[src/verilog/psq_pkg.sv]
package psq_pkg;

   // ----------------------------------------------------------------
   // bit counts
   // ----------------------------------------------------------------
   typedef logic [39:0] psq_bits_type;

   localparam psq_bits_type WORD_BITS_1CH = 40'h00_0000_0008;
   localparam psq_bits_type WORD_BITS_2CH = 40'h00_0000_0010;

   // repeat-mode gating pulse: minimum, step and guard against the period
   localparam psq_bits_type GATE_MIN_1CH = 40'h00_0000_0080;
   localparam psq_bits_type GATE_MIN_2CH = 40'h00_0000_0100;
   localparam psq_bits_type GATE_STEP_MASK_1CH = 40'h00_0000_0007;
   localparam psq_bits_type GATE_STEP_MASK_2CH = 40'h00_0000_000F;

   // pattern replication floor and the multiple the period is rounded to
   localparam psq_bits_type REPL_MIN_1CH = 40'h00_0000_0200;
   localparam psq_bits_type REPL_MIN_2CH = 40'h00_0000_0400;
   localparam psq_bits_type LCM_MASK_1CH = 40'h00_0000_007F;
   localparam psq_bits_type LCM_MASK_2CH = 40'h00_0000_00FF;

   // burst timing ranges
   localparam psq_bits_type EP_MIN_1CH = 40'h00_0000_3200;
   localparam psq_bits_type EP_MAX_INT_1CH = 40'h00_7FFF_FF00;
   localparam psq_bits_type EP_MAX_EXT_1CH = 40'h00_8000_0000;
   localparam psq_bits_type CYC_MIN_1CH = 40'h00_0000_6400;
   localparam psq_bits_type CYC_MAX_1CH = 40'h00_8000_0000;
   localparam psq_bits_type BURST_STEP_MASK_1CH = 40'h00_0000_00FF;
   localparam psq_bits_type EP_MIN_2CH = 40'h00_0000_6400;
   localparam psq_bits_type EP_MAX_INT_2CH = 40'h00_FFFF_FE00;
   localparam psq_bits_type EP_MAX_EXT_2CH = 40'h01_0000_0000;
   localparam psq_bits_type CYC_MIN_2CH = 40'h00_0000_C800;
   localparam psq_bits_type CYC_MAX_2CH = 40'h00_FFFF_FC18;
   localparam psq_bits_type BURST_STEP_MASK_2CH = 40'h00_0000_01FF;
   localparam psq_bits_type DISABLE_MIN_1CH = 40'h00_0000_0200;
   localparam psq_bits_type DISABLE_MIN_2CH = 40'h00_0000_0400;

   // burst trigger pulse guard against the burst cycle
   localparam psq_bits_type TRIG_GUARD_1CH = 40'h00_0000_0080;
   localparam psq_bits_type TRIG_GUARD_2CH = 40'h00_0000_0100;

   localparam psq_bits_type BITS_ZERO = 40'h00_0000_0000;
   localparam psq_bits_type BITS_ONE = 40'h00_0000_0001;

   // ----------------------------------------------------------------
   // mode codes
   // ----------------------------------------------------------------
   localparam logic [1:0] SRC_INTERNAL = 2'h0;
   localparam logic [1:0] SRC_EXT_TRIGGER = 2'h1;
   localparam logic [1:0] SRC_EXT_ENABLE = 2'h2;

   localparam logic [1:0] SEQ_RESTART = 2'h0;
   localparam logic [1:0] SEQ_CONSECUTIVE = 2'h1;
   localparam logic [1:0] SEQ_CONTINUOUS = 2'h2;

   localparam logic [2:0] PAT_PRBS = 3'h0;
   localparam logic [2:0] PAT_ZERO_RUN = 3'h1;
   localparam logic [2:0] PAT_USER_DATA = 3'h2;
   localparam logic [2:0] PAT_BLOCK_SEQ = 3'h3;

   localparam logic PRECODE_INIT = 1'h1;

   typedef enum logic [1:0] {
      CALC_IDLE,
      CALC_REPL,
      CALC_CLAMP
   } psq_calc_type;

endpackage

[src/verilog/psq_sequencer.sv]
module psq_sequencer
   import psq_pkg::*;
(
   input wire logic ref_clk,
   input wire logic rst,
   input wire logic cfg_apply,
   input wire logic cfg_combined,
   input wire logic cfg_burst_mode,
   input wire logic [1:0] cfg_source,
   input wire logic [1:0] cfg_burst_seq,
   input wire logic [2:0] cfg_pattern_kind,
   input wire logic [39:0] cfg_pattern_len,
   input wire logic [15:0] cfg_row_len,
   input wire logic [15:0] cfg_row_count,
   input wire logic [7:0] cfg_block_count,
   input wire logic [39:0] cfg_gate_width,
   input wire logic [39:0] cfg_gate_delay,
   input wire logic [39:0] cfg_enabled_period,
   input wire logic [39:0] cfg_burst_cycle,
   input wire logic [39:0] cfg_trig_delay,
   input wire logic [39:0] cfg_trig_width,
   input wire logic cfg_gating_out_en,
   input wire logic cfg_precode_en,
   input wire logic precode_init,
   input wire logic gate_in,
   input wire logic [15:0] first_data_channel_word,
   input wire logic [15:0] second_data_channel_word,
   output logic pat_advance,
   output logic pat_rewind,
   output logic [15:0] data_out_a,
   output logic [15:0] data_out_b,
   output logic data_valid,
   output logic gating_out,
   output logic cfg_busy,
   output logic burst_refused
);

   // ----------------------------------------------------------------
   // state
   // ----------------------------------------------------------------
   typedef struct packed {
      psq_calc_type calc;
      logic ready;
      psq_bits_type acc;
      psq_bits_type len;
      psq_bits_type period;
      psq_bits_type gw;
      psq_bits_type gd;
      psq_bits_type ep;
      psq_bits_type cyc;
      psq_bits_type td;
      psq_bits_type tw;
      logic comb;
      logic burst;
      logic refused;
      logic block_pat;
      logic [1:0] src;
      logic [1:0] seq;
      logic gate_en;
      logic pc_en;
      psq_bits_type pos;
      psq_bits_type bcnt;
      psq_bits_type tcnt;
      logic run;
      logic gs1;
      logic gs2;
      logic gs_prev;
      logic pc_i;
      logic pc_q;
      logic [15:0] out_a;
      logic [15:0] out_b;
      logic out_valid;
      logic gate;
   } psq_state_type;

   psq_state_type s_q;
   psq_state_type s_d;

   // ----------------------------------------------------------------
   // functions
   // ----------------------------------------------------------------
   function automatic psq_bits_type clamp_step(input psq_bits_type v, input psq_bits_type lo,
                                               input psq_bits_type hi, input psq_bits_type mask);
      psq_bits_type r;
      r = v & ~mask;
      if (r > (hi & ~mask)) begin
         r = hi & ~mask;
      end
      if (r < lo) begin
         r = lo;
      end
      return r;
   endfunction

   function automatic logic in_window(input psq_bits_type cnt, input psq_bits_type start,
                                      input psq_bits_type width);
      logic [40:0] stop;
      stop = {1'b0, start} + {1'b0, width};
      return (cnt >= start) && ({1'b0, cnt} < stop);
   endfunction

   // differential pre-coding over the word, lsb first, one bit pair per symbol
   function automatic logic [33:0] precode(input logic [15:0] a, input logic [15:0] b,
                                           input logic ip, input logic qp);
      logic [15:0] oa;
      logic [15:0] ob;
      logic i;
      logic q;
      oa = 16'h0000;
      ob = 16'h0000;
      i = ip;
      q = qp;
      for (int k = 0; k < 16; k++) begin
         if (a[k] ^ b[k]) begin
            oa[k] = b[k] ^ q;
            ob[k] = a[k] ^ i;
         end else begin
            oa[k] = a[k] ^ i;
            ob[k] = b[k] ^ q;
         end
         i = oa[k];
         q = ob[k];
      end
      return {i, q, oa, ob};
   endfunction

   // ----------------------------------------------------------------
   // next state
   // ----------------------------------------------------------------
   psq_bits_type step;
   psq_bits_type gmin;
   psq_bits_type gmask;
   psq_bits_type bmask;
   psq_bits_type dis_min;
   psq_bits_type guard;
   psq_bits_type next_pos;
   psq_bits_type next_cnt;
   logic start;
   logic en;
   logic adv;
   logic rew;
   logic [15:0] word_a;
   logic [15:0] word_b;
   logic [33:0] pc;

   always_comb begin
      s_d = s_q;
      step = s_q.comb ? WORD_BITS_2CH : WORD_BITS_1CH;
      gmin = s_q.comb ? GATE_MIN_2CH : GATE_MIN_1CH;
      gmask = s_q.comb ? GATE_STEP_MASK_2CH : GATE_STEP_MASK_1CH;
      bmask = s_q.comb ? BURST_STEP_MASK_2CH : BURST_STEP_MASK_1CH;
      dis_min = s_q.comb ? DISABLE_MIN_2CH : DISABLE_MIN_1CH;
      guard = s_q.comb ? TRIG_GUARD_2CH : TRIG_GUARD_1CH;
      next_pos = BITS_ZERO;
      next_cnt = BITS_ZERO;
      start = 1'b0;
      en = 1'b0;
      adv = 1'b0;
      rew = 1'b0;
      word_a = first_data_channel_word;
      word_b = second_data_channel_word;
      pc = precode(word_a, word_b, s_q.pc_i, s_q.pc_q);

      // gate input from the connector: two flops before anything looks at it
      s_d.gs1 = gate_in;
      s_d.gs2 = s_q.gs1;
      s_d.gs_prev = s_q.gs2;

      // settings are taken as one set on apply, save cfg_row_len, cfg_row_count and cfg_block_count, read as replication ends; lengths come from channel one
      case (s_q.calc)
         CALC_IDLE: begin
            if (cfg_apply) begin
               s_d.calc = CALC_REPL;
               s_d.ready = 1'b0;
               s_d.comb = cfg_combined;
               s_d.len = (cfg_pattern_len == BITS_ZERO) ? BITS_ONE : cfg_pattern_len;
               s_d.acc = s_d.len;
               s_d.block_pat = (cfg_pattern_kind == PAT_BLOCK_SEQ);
               s_d.refused = cfg_burst_mode && (cfg_pattern_kind > PAT_BLOCK_SEQ);
               s_d.burst = cfg_burst_mode && !s_d.refused;
               s_d.src = cfg_source;
               s_d.seq = cfg_burst_seq;
               s_d.gate_en = cfg_gating_out_en;
               s_d.pc_en = cfg_precode_en && cfg_combined;
               s_d.gw = cfg_gate_width;
               s_d.gd = cfg_gate_delay;
               s_d.ep = cfg_enabled_period;
               s_d.cyc = cfg_burst_cycle;
               s_d.td = cfg_trig_delay;
               s_d.tw = cfg_trig_width;
            end
         end
         CALC_REPL: begin
            // replicate to the floor, then the replicated unit on to a multiple of 128 (256)
            if (s_q.acc < (s_q.comb ? REPL_MIN_2CH : REPL_MIN_1CH)) begin
               s_d.acc = s_q.acc + s_q.len;
            end else if (s_q.len < (s_q.comb ? REPL_MIN_2CH : REPL_MIN_1CH)) begin
               s_d.len = s_q.acc;
            end else if ((s_q.acc & (s_q.comb ? LCM_MASK_2CH : LCM_MASK_1CH)) != BITS_ZERO) begin
               s_d.acc = s_q.acc + s_q.len;
            end else begin
               s_d.calc = CALC_CLAMP;
               s_d.period = s_q.block_pat ? 40'(cfg_row_len) * 40'(cfg_row_count) *
                            40'(cfg_block_count) : s_q.acc;
            end
         end
         CALC_CLAMP: begin
            s_d.calc = CALC_IDLE;
            s_d.ready = 1'b1;
            s_d.gw = clamp_step(s_q.gw, gmin, s_q.period - gmin, gmask);
            s_d.gd = clamp_step(s_q.gd, gmin, s_q.period - gmin, gmask);
            if (s_q.comb) begin
               s_d.cyc = clamp_step(s_q.cyc, CYC_MIN_2CH, CYC_MAX_2CH, bmask);
               s_d.ep = clamp_step(s_q.ep, EP_MIN_2CH, (s_q.src == SRC_INTERNAL) ?
                                   EP_MAX_INT_2CH : EP_MAX_EXT_2CH, bmask);
            end else begin
               s_d.cyc = clamp_step(s_q.cyc, CYC_MIN_1CH, CYC_MAX_1CH, bmask);
               s_d.ep = clamp_step(s_q.ep, EP_MIN_1CH, (s_q.src == SRC_INTERNAL) ?
                                   EP_MAX_INT_1CH : EP_MAX_EXT_1CH, bmask);
            end
            if (s_q.src == SRC_INTERNAL && s_d.ep > s_d.cyc - dis_min) begin
               s_d.ep = (s_d.cyc - dis_min) & ~bmask;
            end
            s_d.td = clamp_step(s_q.td, BITS_ZERO, s_d.cyc - guard, gmask);
            s_d.tw = clamp_step(s_q.tw, BITS_ZERO, s_d.cyc - guard, gmask);
            s_d.pos = BITS_ZERO;
            s_d.bcnt = BITS_ZERO;
            s_d.tcnt = BITS_ZERO;
            s_d.run = 1'b0;
            s_d.pc_i = PRECODE_INIT;
            s_d.pc_q = PRECODE_INIT;
         end
         default: begin
            s_d.calc = CALC_IDLE;
         end
      endcase

      // --------------------------------------------------------------
      // sequencing, frozen while a new setting set is worked out
      // --------------------------------------------------------------
      if (s_q.ready && s_q.calc == CALC_IDLE) begin
         if (!s_q.burst) begin
            adv = 1'b1;
            en = 1'b1;
            next_pos = s_q.pos + step;
            if (next_pos >= s_q.period) begin
               next_pos = next_pos - s_q.period;
            end
            rew = (s_q.pos == BITS_ZERO); // period holds whole patterns, so only realigns
            s_d.pos = next_pos;
            s_d.gate = in_window(s_q.pos, s_q.gd, s_q.gw) && s_q.gate_en;
         end else begin
            case (s_q.src)
               SRC_INTERNAL: begin
                  start = (s_q.bcnt == BITS_ZERO);
                  en = (s_q.bcnt < s_q.ep);
                  next_cnt = s_q.bcnt + step;
                  s_d.bcnt = (next_cnt >= s_q.cyc) ? BITS_ZERO : next_cnt;
               end
               SRC_EXT_TRIGGER: begin
                  start = s_q.gs2 && !s_q.gs_prev;
                  next_cnt = s_q.tcnt + step;
                  en = start || (s_q.run && next_cnt < s_q.ep);
                  s_d.run = en;
               end
               SRC_EXT_ENABLE: begin
                  start = s_q.gs2 && !s_q.gs_prev;
                  en = s_q.gs2;
               end
               default: begin
                  en = 1'b0;
               end
            endcase
            case (s_q.seq)
               SEQ_RESTART: begin
                  rew = start;
                  adv = en;
               end
               SEQ_CONSECUTIVE: begin
                  adv = en;
               end
               SEQ_CONTINUOUS: begin
                  adv = 1'b1;
               end
               default: begin
                  adv = en;
               end
            endcase
            // trigger counter measures bits from the start of the burst
            next_cnt = start ? BITS_ZERO : s_q.tcnt + step;
            if (!start && next_cnt < s_q.tcnt) begin
               next_cnt = s_q.tcnt; // saturate rather than wrap into a false pulse
            end
            s_d.tcnt = next_cnt;
            s_d.gate = in_window(next_cnt, s_q.td, s_q.tw) && s_q.gate_en;
         end

         if (s_q.pc_en && adv) begin
            word_a = pc[31:16];
            word_b = pc[15:0];
            s_d.pc_i = pc[33];
            s_d.pc_q = pc[32];
         end
      end else begin
         s_d.gate = 1'b0;
      end
      s_d.out_a = en ? word_a : 16'h0000;
      s_d.out_b = en ? word_b : 16'h0000;
      s_d.out_valid = en;

      // a fresh initialise reseeds the pre-coder at any time
      if (precode_init) begin
         s_d.pc_i = PRECODE_INIT;
         s_d.pc_q = PRECODE_INIT;
      end
   end

   // ----------------------------------------------------------------
   // registers
   // ----------------------------------------------------------------
   always_ff @(posedge ref_clk) begin
      if (rst) begin
         s_q <= '0;
         s_q.pc_i <= PRECODE_INIT;
         s_q.pc_q <= PRECODE_INIT;
      end else begin
         s_q <= s_d;
      end
   end

   // ----------------------------------------------------------------
   // outputs
   // ----------------------------------------------------------------
   assign pat_advance = adv;
   assign pat_rewind = rew;
   assign data_out_a = s_q.out_a;
   assign data_out_b = s_q.out_b;
   assign data_valid = s_q.out_valid;
   assign gating_out = s_q.gate;
   assign cfg_busy = (s_q.calc != CALC_IDLE);
   assign burst_refused = s_q.refused;

endmodule
[config.mk]
export PLATFORM = sky130hd
export DESIGN_NAME = psq_sequencer
export DESIGN_NICKNAME = d
export VERILOG_FILES = /design/src/verilog/psq_pkg.sv /design/src/verilog/psq_sequencer.sv
export SDC_FILE = /design/constraint.sdc
export NUM_CORES = 2
export LEC_CHECK = 0
export BUFFER_PORTS_ARGS = -buffer_cell sky130_fd_sc_hd__buf_2
export CAP_MARGIN = 10
export CORE_ASPECT_RATIO = 0.7
export CORE_MARGIN = 5
export CORE_UTILIZATION = 35
export CTS_BUF_LIST = sky130_fd_sc_hd__clkbuf_4 sky130_fd_sc_hd__clkbuf_8 sky130_fd_sc_hd__clkbuf_16
export CTS_CLUSTER_DIAMETER = 80
export DETAILED_ROUTE_END_ITERATION = 10
export PLACE_DENSITY_LB_ADDON = 0.3
export SLEW_MARGIN = 20
export SYNTH_ARGS = -nofsm -noshare
export SYNTH_HDL_FRONTEND = slang
export SYNTH_SLANG_ARGS = --single-unit
[constraint.sdc]
create_clock -name ref_clk -period 13.8 [get_ports ref_clk]
set_clock_uncertainty 0.2 [all_clocks]
set_input_delay 1.38 -clock ref_clk [delete_from_list [all_inputs] [get_ports ref_clk]]
set_output_delay 1.38 -clock ref_clk [all_outputs]
set_load 0.05 [all_outputs]
### Yosys cells after proc, flatten, opt, wreduce, memory -nomap -nowiden

Index checks and enable logic that the tools add are counted.

* $lt $le $gt $ge: 29
* add/sub/neg operators: 10
* multipliers: 2
* bitwise logic cells: 67
* equality and inequality tests: 13
* muxes and demuxes: 122
* reductions and logical operators: 37

Operators with widths (count)
* two-way mux 40 bit: 45
* one-hot mux 240 bit (2 select lines): 1
* AND 40 bit: 9
* greater-than comparator 40 bit: 7
* two-way mux 250 bit: 1
* two-way mux 121 bit: 2
* two-way mux 80 bit: 3
* >= comparator 40 bit: 4
* less-than comparator 40 bit: 4
* one-hot mux 80 bit (2 select lines): 1
* adder 40 x 5 -> 40 bit: 3
* zero test 40 bit: 3
* two-way mux 83 bit: 1
* adder 40 x 40 -> 41 bit: 2
* less-than comparator 40 x 41 -> 1 bit: 2
* two-way mux 81 bit: 1
* greater-than comparator 40 x 32 -> 1 bit: 2
* less-than comparator 40 x 1 -> 1 bit (second input constant): 2
* less-than comparator 40 x 15 -> 1 bit (second input constant): 2
* less-than comparator 40 x 9 -> 1 bit: 2
* subtractor 40 x 9 -> 40 bit: 2
* two-way mux 16 bit: 4
* bitwise XOR 1 bit: 48
* two-way mux 1 bit: 45
* 40 further kinds: 84

* word-level logic and storage cells: 312
* bits of input ports: 368
* register bits: 533

### Depth between registers and ports, before layout

* depth in word-level cells: 34
* mapped depth: 53

### Least setup slack after synthesis

Ideal clock, no wire load.

* path kind: input -> register
* start point: input port cfg_row_len[4]
* end point: register s_q[446] (netlist name)
* arrival time: 11763 ps
* path buffers: 1
* path slack: 1746 ps
* cell stages on the path: 46
* cell sequence: clkbuf_1 > nand2_1 > fa_1 > inv_1 > fa_1 > ha_1 > fa_1 > inv_1 > fa_1 > fa_1 > inv_1 > ha_1 > o21ai_0 > a21boi_0 > o21ai_0 > a21boi_0 > o21ai_0 > a21boi_0 > [... 10 more ...] > fa_1 > fa_1 > fa_1 > inv_1 > fa_1 > inv_1 > ha_1 > and2_1 > o21ai_0 > o31ai_1 > o211ai_1 > a31oi_1 > a31oi_1 > nor2b_1 > or2_2 > a21oi_1 > xor2_1 > a311oi_1

* word-level cells in the longest chain between the ends: 3

RTL lines
* from (decl): RTL line psq_sequencer.sv:13 `input wire logic [15:0] cfg_row_len,`
* multiplier 16 x 16 -> 32 bit: RTL line psq_sequencer.sv:203 `s_d.period = s_q.block_pat ? 40'(cfg_row_len) * 40'(cfg_row_count) *`
* multiplier 32 x 8 -> 40 bit: RTL line psq_sequencer.sv:203
* two-way mux 40 bit: RTL line psq_sequencer.sv:203
* to (decl): RTL line psq_sequencer.sv:76 `psq_state_type s_q;`

Every way passes these cells.
A chain may end at the register's enable or synchronous reset.

### Worst setup path after layout

* start point: input port cfg_row_count[6]
* end point: register s_q[446] (netlist name)

* word-level cells in the longest chain between the ends: 3

RTL lines
* from (decl): RTL line psq_sequencer.sv:14 `input wire logic [15:0] cfg_row_count,`
* multiplier 16 x 16 -> 32 bit: RTL line psq_sequencer.sv:203
* multiplier 32 x 8 -> 40 bit: RTL line psq_sequencer.sv:203
* two-way mux 40 bit: RTL line psq_sequencer.sv:203

Every way passes these cells.

==> flow_summary.yaml <==
route:
  drc: 0
  drt_iter0_markers: 6338
  post_drt_wl_per_cell_um: 22.8
  m1WireLength_um: 121000
  viasPerCell: 5.69
  dr_wl_met2_um: 94500
  wl_met3_um: 23900
  antenna_left: 0
  num_vias: 61300
  drt_first_pass_iters: 9
  top_layer_used: "met5"
  drt-total-wl_um: 246000
place:
  dp_cells: 10700
  place_congestion: 0.954
  io_buffers: 405
  dpl.hpwl_um: 196000
  placed_cell_area_sq_um: 68000
timing:
  max_clock_freq_ghz: 0.0780
  maxSlewViolCount: 0
  rsz0062_at_grt: "false"
  finalHoldViolCount: 0
  tightest_slew_ns: 1.21
  timing.final.crit_period_ns: 12.81
  setup_tns_ns: 0
  setup_viol_count_final: 0
  min_period_over_period: 0.929
  relSlewSlack: 0.183
final_layout:
  final_area_sq_um: 70100
  layout.nets: 9907
  final_util: 0.386
  final_layout_size_suffix_gt1_frac: 0.0847
  instances_no_fill: 10800
  syn_to_final_growth_pct: 9.87
die:
  num_rows: 131
  dieArea_sq_um: 191000
  coreArea_sq_um: 182000
  io_pins: 406
  die_h_um: 367
  start_util: 0.351
  dieWidth_um: 520
setup_path:
  end_kind: "flip-flop"
  crit_path_max_incr_delay_ns: 0.57
  r2r_cells: 42
  crit_family: "adder cells"
  cp-startpoint: "cfg_row_count[6]"
  cp_max_fo: 16
  cpMaxStageDelayCell: "fa_1"
  required_ns: 14.17
  timing.rr.start: "s_q[169]"
  r2r_setup_slack_ns: 2.83
  crit_path_start_kind: "input pin"
  critPathBufInv: 9
  critPathKind: "input pin to flip-flop"
  rr_endpoint: "gating_out"
  crit_arrival_ns: 13.19
cts:
  cts_tree: "done"
  htreeDepth: 2
  cts.sinks: 533
  path_clk_slew_ns: 0.07
  cts-root-buf: "clkbuf_16"
  numCtsBuffers: 59
  postCtsHoldBufs: 0
  ctsLongestPathBuffers: 3
  clk_latency_ns: 0.70
synthesis:
  synth_edf_count: 0
  syn_area_sq_um: 63800
  synthDominantCellAreaShare: 0.167
  synth_top_cell_by_area: "dfxtp_1"
  syn_inst: 8179
  yosysWarnings: 0
  synth_flop_cell: "dfxtp_1"
  yosys_register_bits: 533
  ys_async_sr_fraction: 0
  avgSynthCellArea_sq_um: 7.80
  ys_types: 96
  synthTopCellsByArea: "dfxtp_1 17%, ha_1 16%, fa_1 12%"
  synth.yosys.seq_area_share: 0.167
status:
  status: "complete, no violations"
min_path:
  min_path_cells: 2
  hold_start: "burst_refused"
  min_to: "burst_refused"
  hp-class: "flip-flop to flip-flop"
run:
  cap_violations: 0
global_routing:
  grt_pass1_vias: 58100
  gr-total-overflow: 0
  antenna_found_initial: 27
  grt_start_max_net_pins: 91
  grt_use_total: 0.247
  grt_pass1_wl_um: 369000
-- Yosys cell counts (121+ instances only) --
| cell type | number |
|---|---|
| fa_1 | 382 |
| xor2_1 | 121 |
| clkbuf_1 | 378 |
| dfxtp_1 | 533 |
| nor2_1 | 641 |
| a22oi_1 | 124 |
| nand3_1 | 162 |
| a21o_1 | 191 |
| inv_1 | 806 |
| a21oi_1 | 605 |
| o21ai_0 | 476 |
| nor2b_1 | 121 |
| ha_1 | 828 |
| a211oi_1 | 167 |
| and2_1 | 319 |
| xnor2_1 | 268 |
| nand2_1 | 750 |
| nand4_1 | 136 |
-- layout by cell type (no fill, tap or decap), types with 17 or more instances in the layout --
| master | instances |
|---|---|
| nand2_1 | 749 |
| buf_2 | 404 |
| nor2_1 | 627 |
| o21a_1 | 52 |
| o211ai_1 | 21 |
| or2_2 | 29 |
| a311oi_1 | 41 |
| dfxtp_1 | 531 |
| a21boi_0 | 24 |
| nand4_1 | 136 |
| nand3b_1 | 18 |
| o21bai_1 | 45 |
| mux2i_1 | 74 |
| o21ai_0 | 474 |
| a22oi_1 | 124 |
| conb_1 | 31 |
| clkbuf_8 | 18 |
| nor3_1 | 95 |
| and3_1 | 79 |
| o31ai_1 | 30 |
| a31oi_1 | 62 |
| nand3_1 | 162 |
| nand2b_1 | 105 |
| a21o_1 | 191 |
| a21oi_1 | 603 |
| xor2_1 | 121 |
| a211oi_1 | 166 |
| xnor2_1 | 267 |
| nor4_1 | 86 |
| clkbuf_16 | 59 |
| or4_1 | 17 |
| nor2b_1 | 120 |
| or3_1 | 36 |
| and2_1 | 317 |
| buf_4 | 93 |
| ha_1 | 828 |
| a221oi_1 | 76 |
| inv_1 | 805 |
| fa_1 | 382 |
-- per-stage QoR --
step	setup WS [ns]	hold slack, ns
after floorplan	1.75	0.214
after global placement	0.436	0.244
after detailed placement	0.385	0.253
after CTS	1.04	0.263
after global routing	0.00619	0.277
final	0.986	0.266
-- repair_timing --
action	in CTS	in global routing
buffers inserted	0	0
gates resized for setup	0	1
setup endpoints to repair	0	1
-- per-layer routing --
| layer | vias to the layer above | track usage |
|---|---|---|
| met4 | 4 | 0.0573 |
| met2 | 2575 | 0.336 |
| met5 | - | 0 |
| met3 | 276 | 0.0537 |
| met1 | 29800 | 0.388 |
| li1 | 28700 | - |
-- worst max-delay path by stage --
stage	slack (ns)	cells past startpoint	to
6_report	0.99	51	s_q[446]
3_5_place_dp	0.38	51	s_q[446]
3_3_place_gp	0.44	51	s_q[446]
4_1_cts	1.04	51	s_q[446]
2_1_floorplan	1.75	46	s_q[446]
5_1_grt	0.006	52	s_q[449]
-- final cells by class --
type / count / area [sq um]
Clock buffer: 88 / 1810
Clock inverter: 18 / 224
Inverter: 809 / 3040
Fill cell: 18700 / 112000
Antenna cell: 14 / 35.0
Multi-Input combinational cell: 6428 / 48600
Tap cell: 2394 / 3000
Timing Repair Buffer: 498 / 2740
Sequential cell: 533 / 10700
-- state kept, by name (all words and copies together), names as in the netlist --
signal,cells
gating_out,1
s_d,2
data_out_b,16
data_out_a,16
data_valid,1
burst_refused,1
s_q,496
-- kinds of logic after synthesis --
logic type	share of synthesized area
compound gates	0.206
fa+ha+maj	0.282
other cells	0.000118
flops	0.167
buf+inv	0.0756
simple gates	0.203
xor+xnor	0.0534
mux	0.0126
-- worst reg2reg max path: cells and delay by family, from the launching register on --
family	cells	cell delay, ns
xor gates and xnor gates	1	0.25
and+or+nand+nor	11	3.51
AOI/OAI and AO/OA	23	4.50
muxes	1	0.13
adders and majority gates	4	1.23
DFF	1	0.39
buffers and inverters	2	0.61
Power is not shown: default switching activity piles up to over one toggle a cycle in this logic, so the estimate is an artifact.
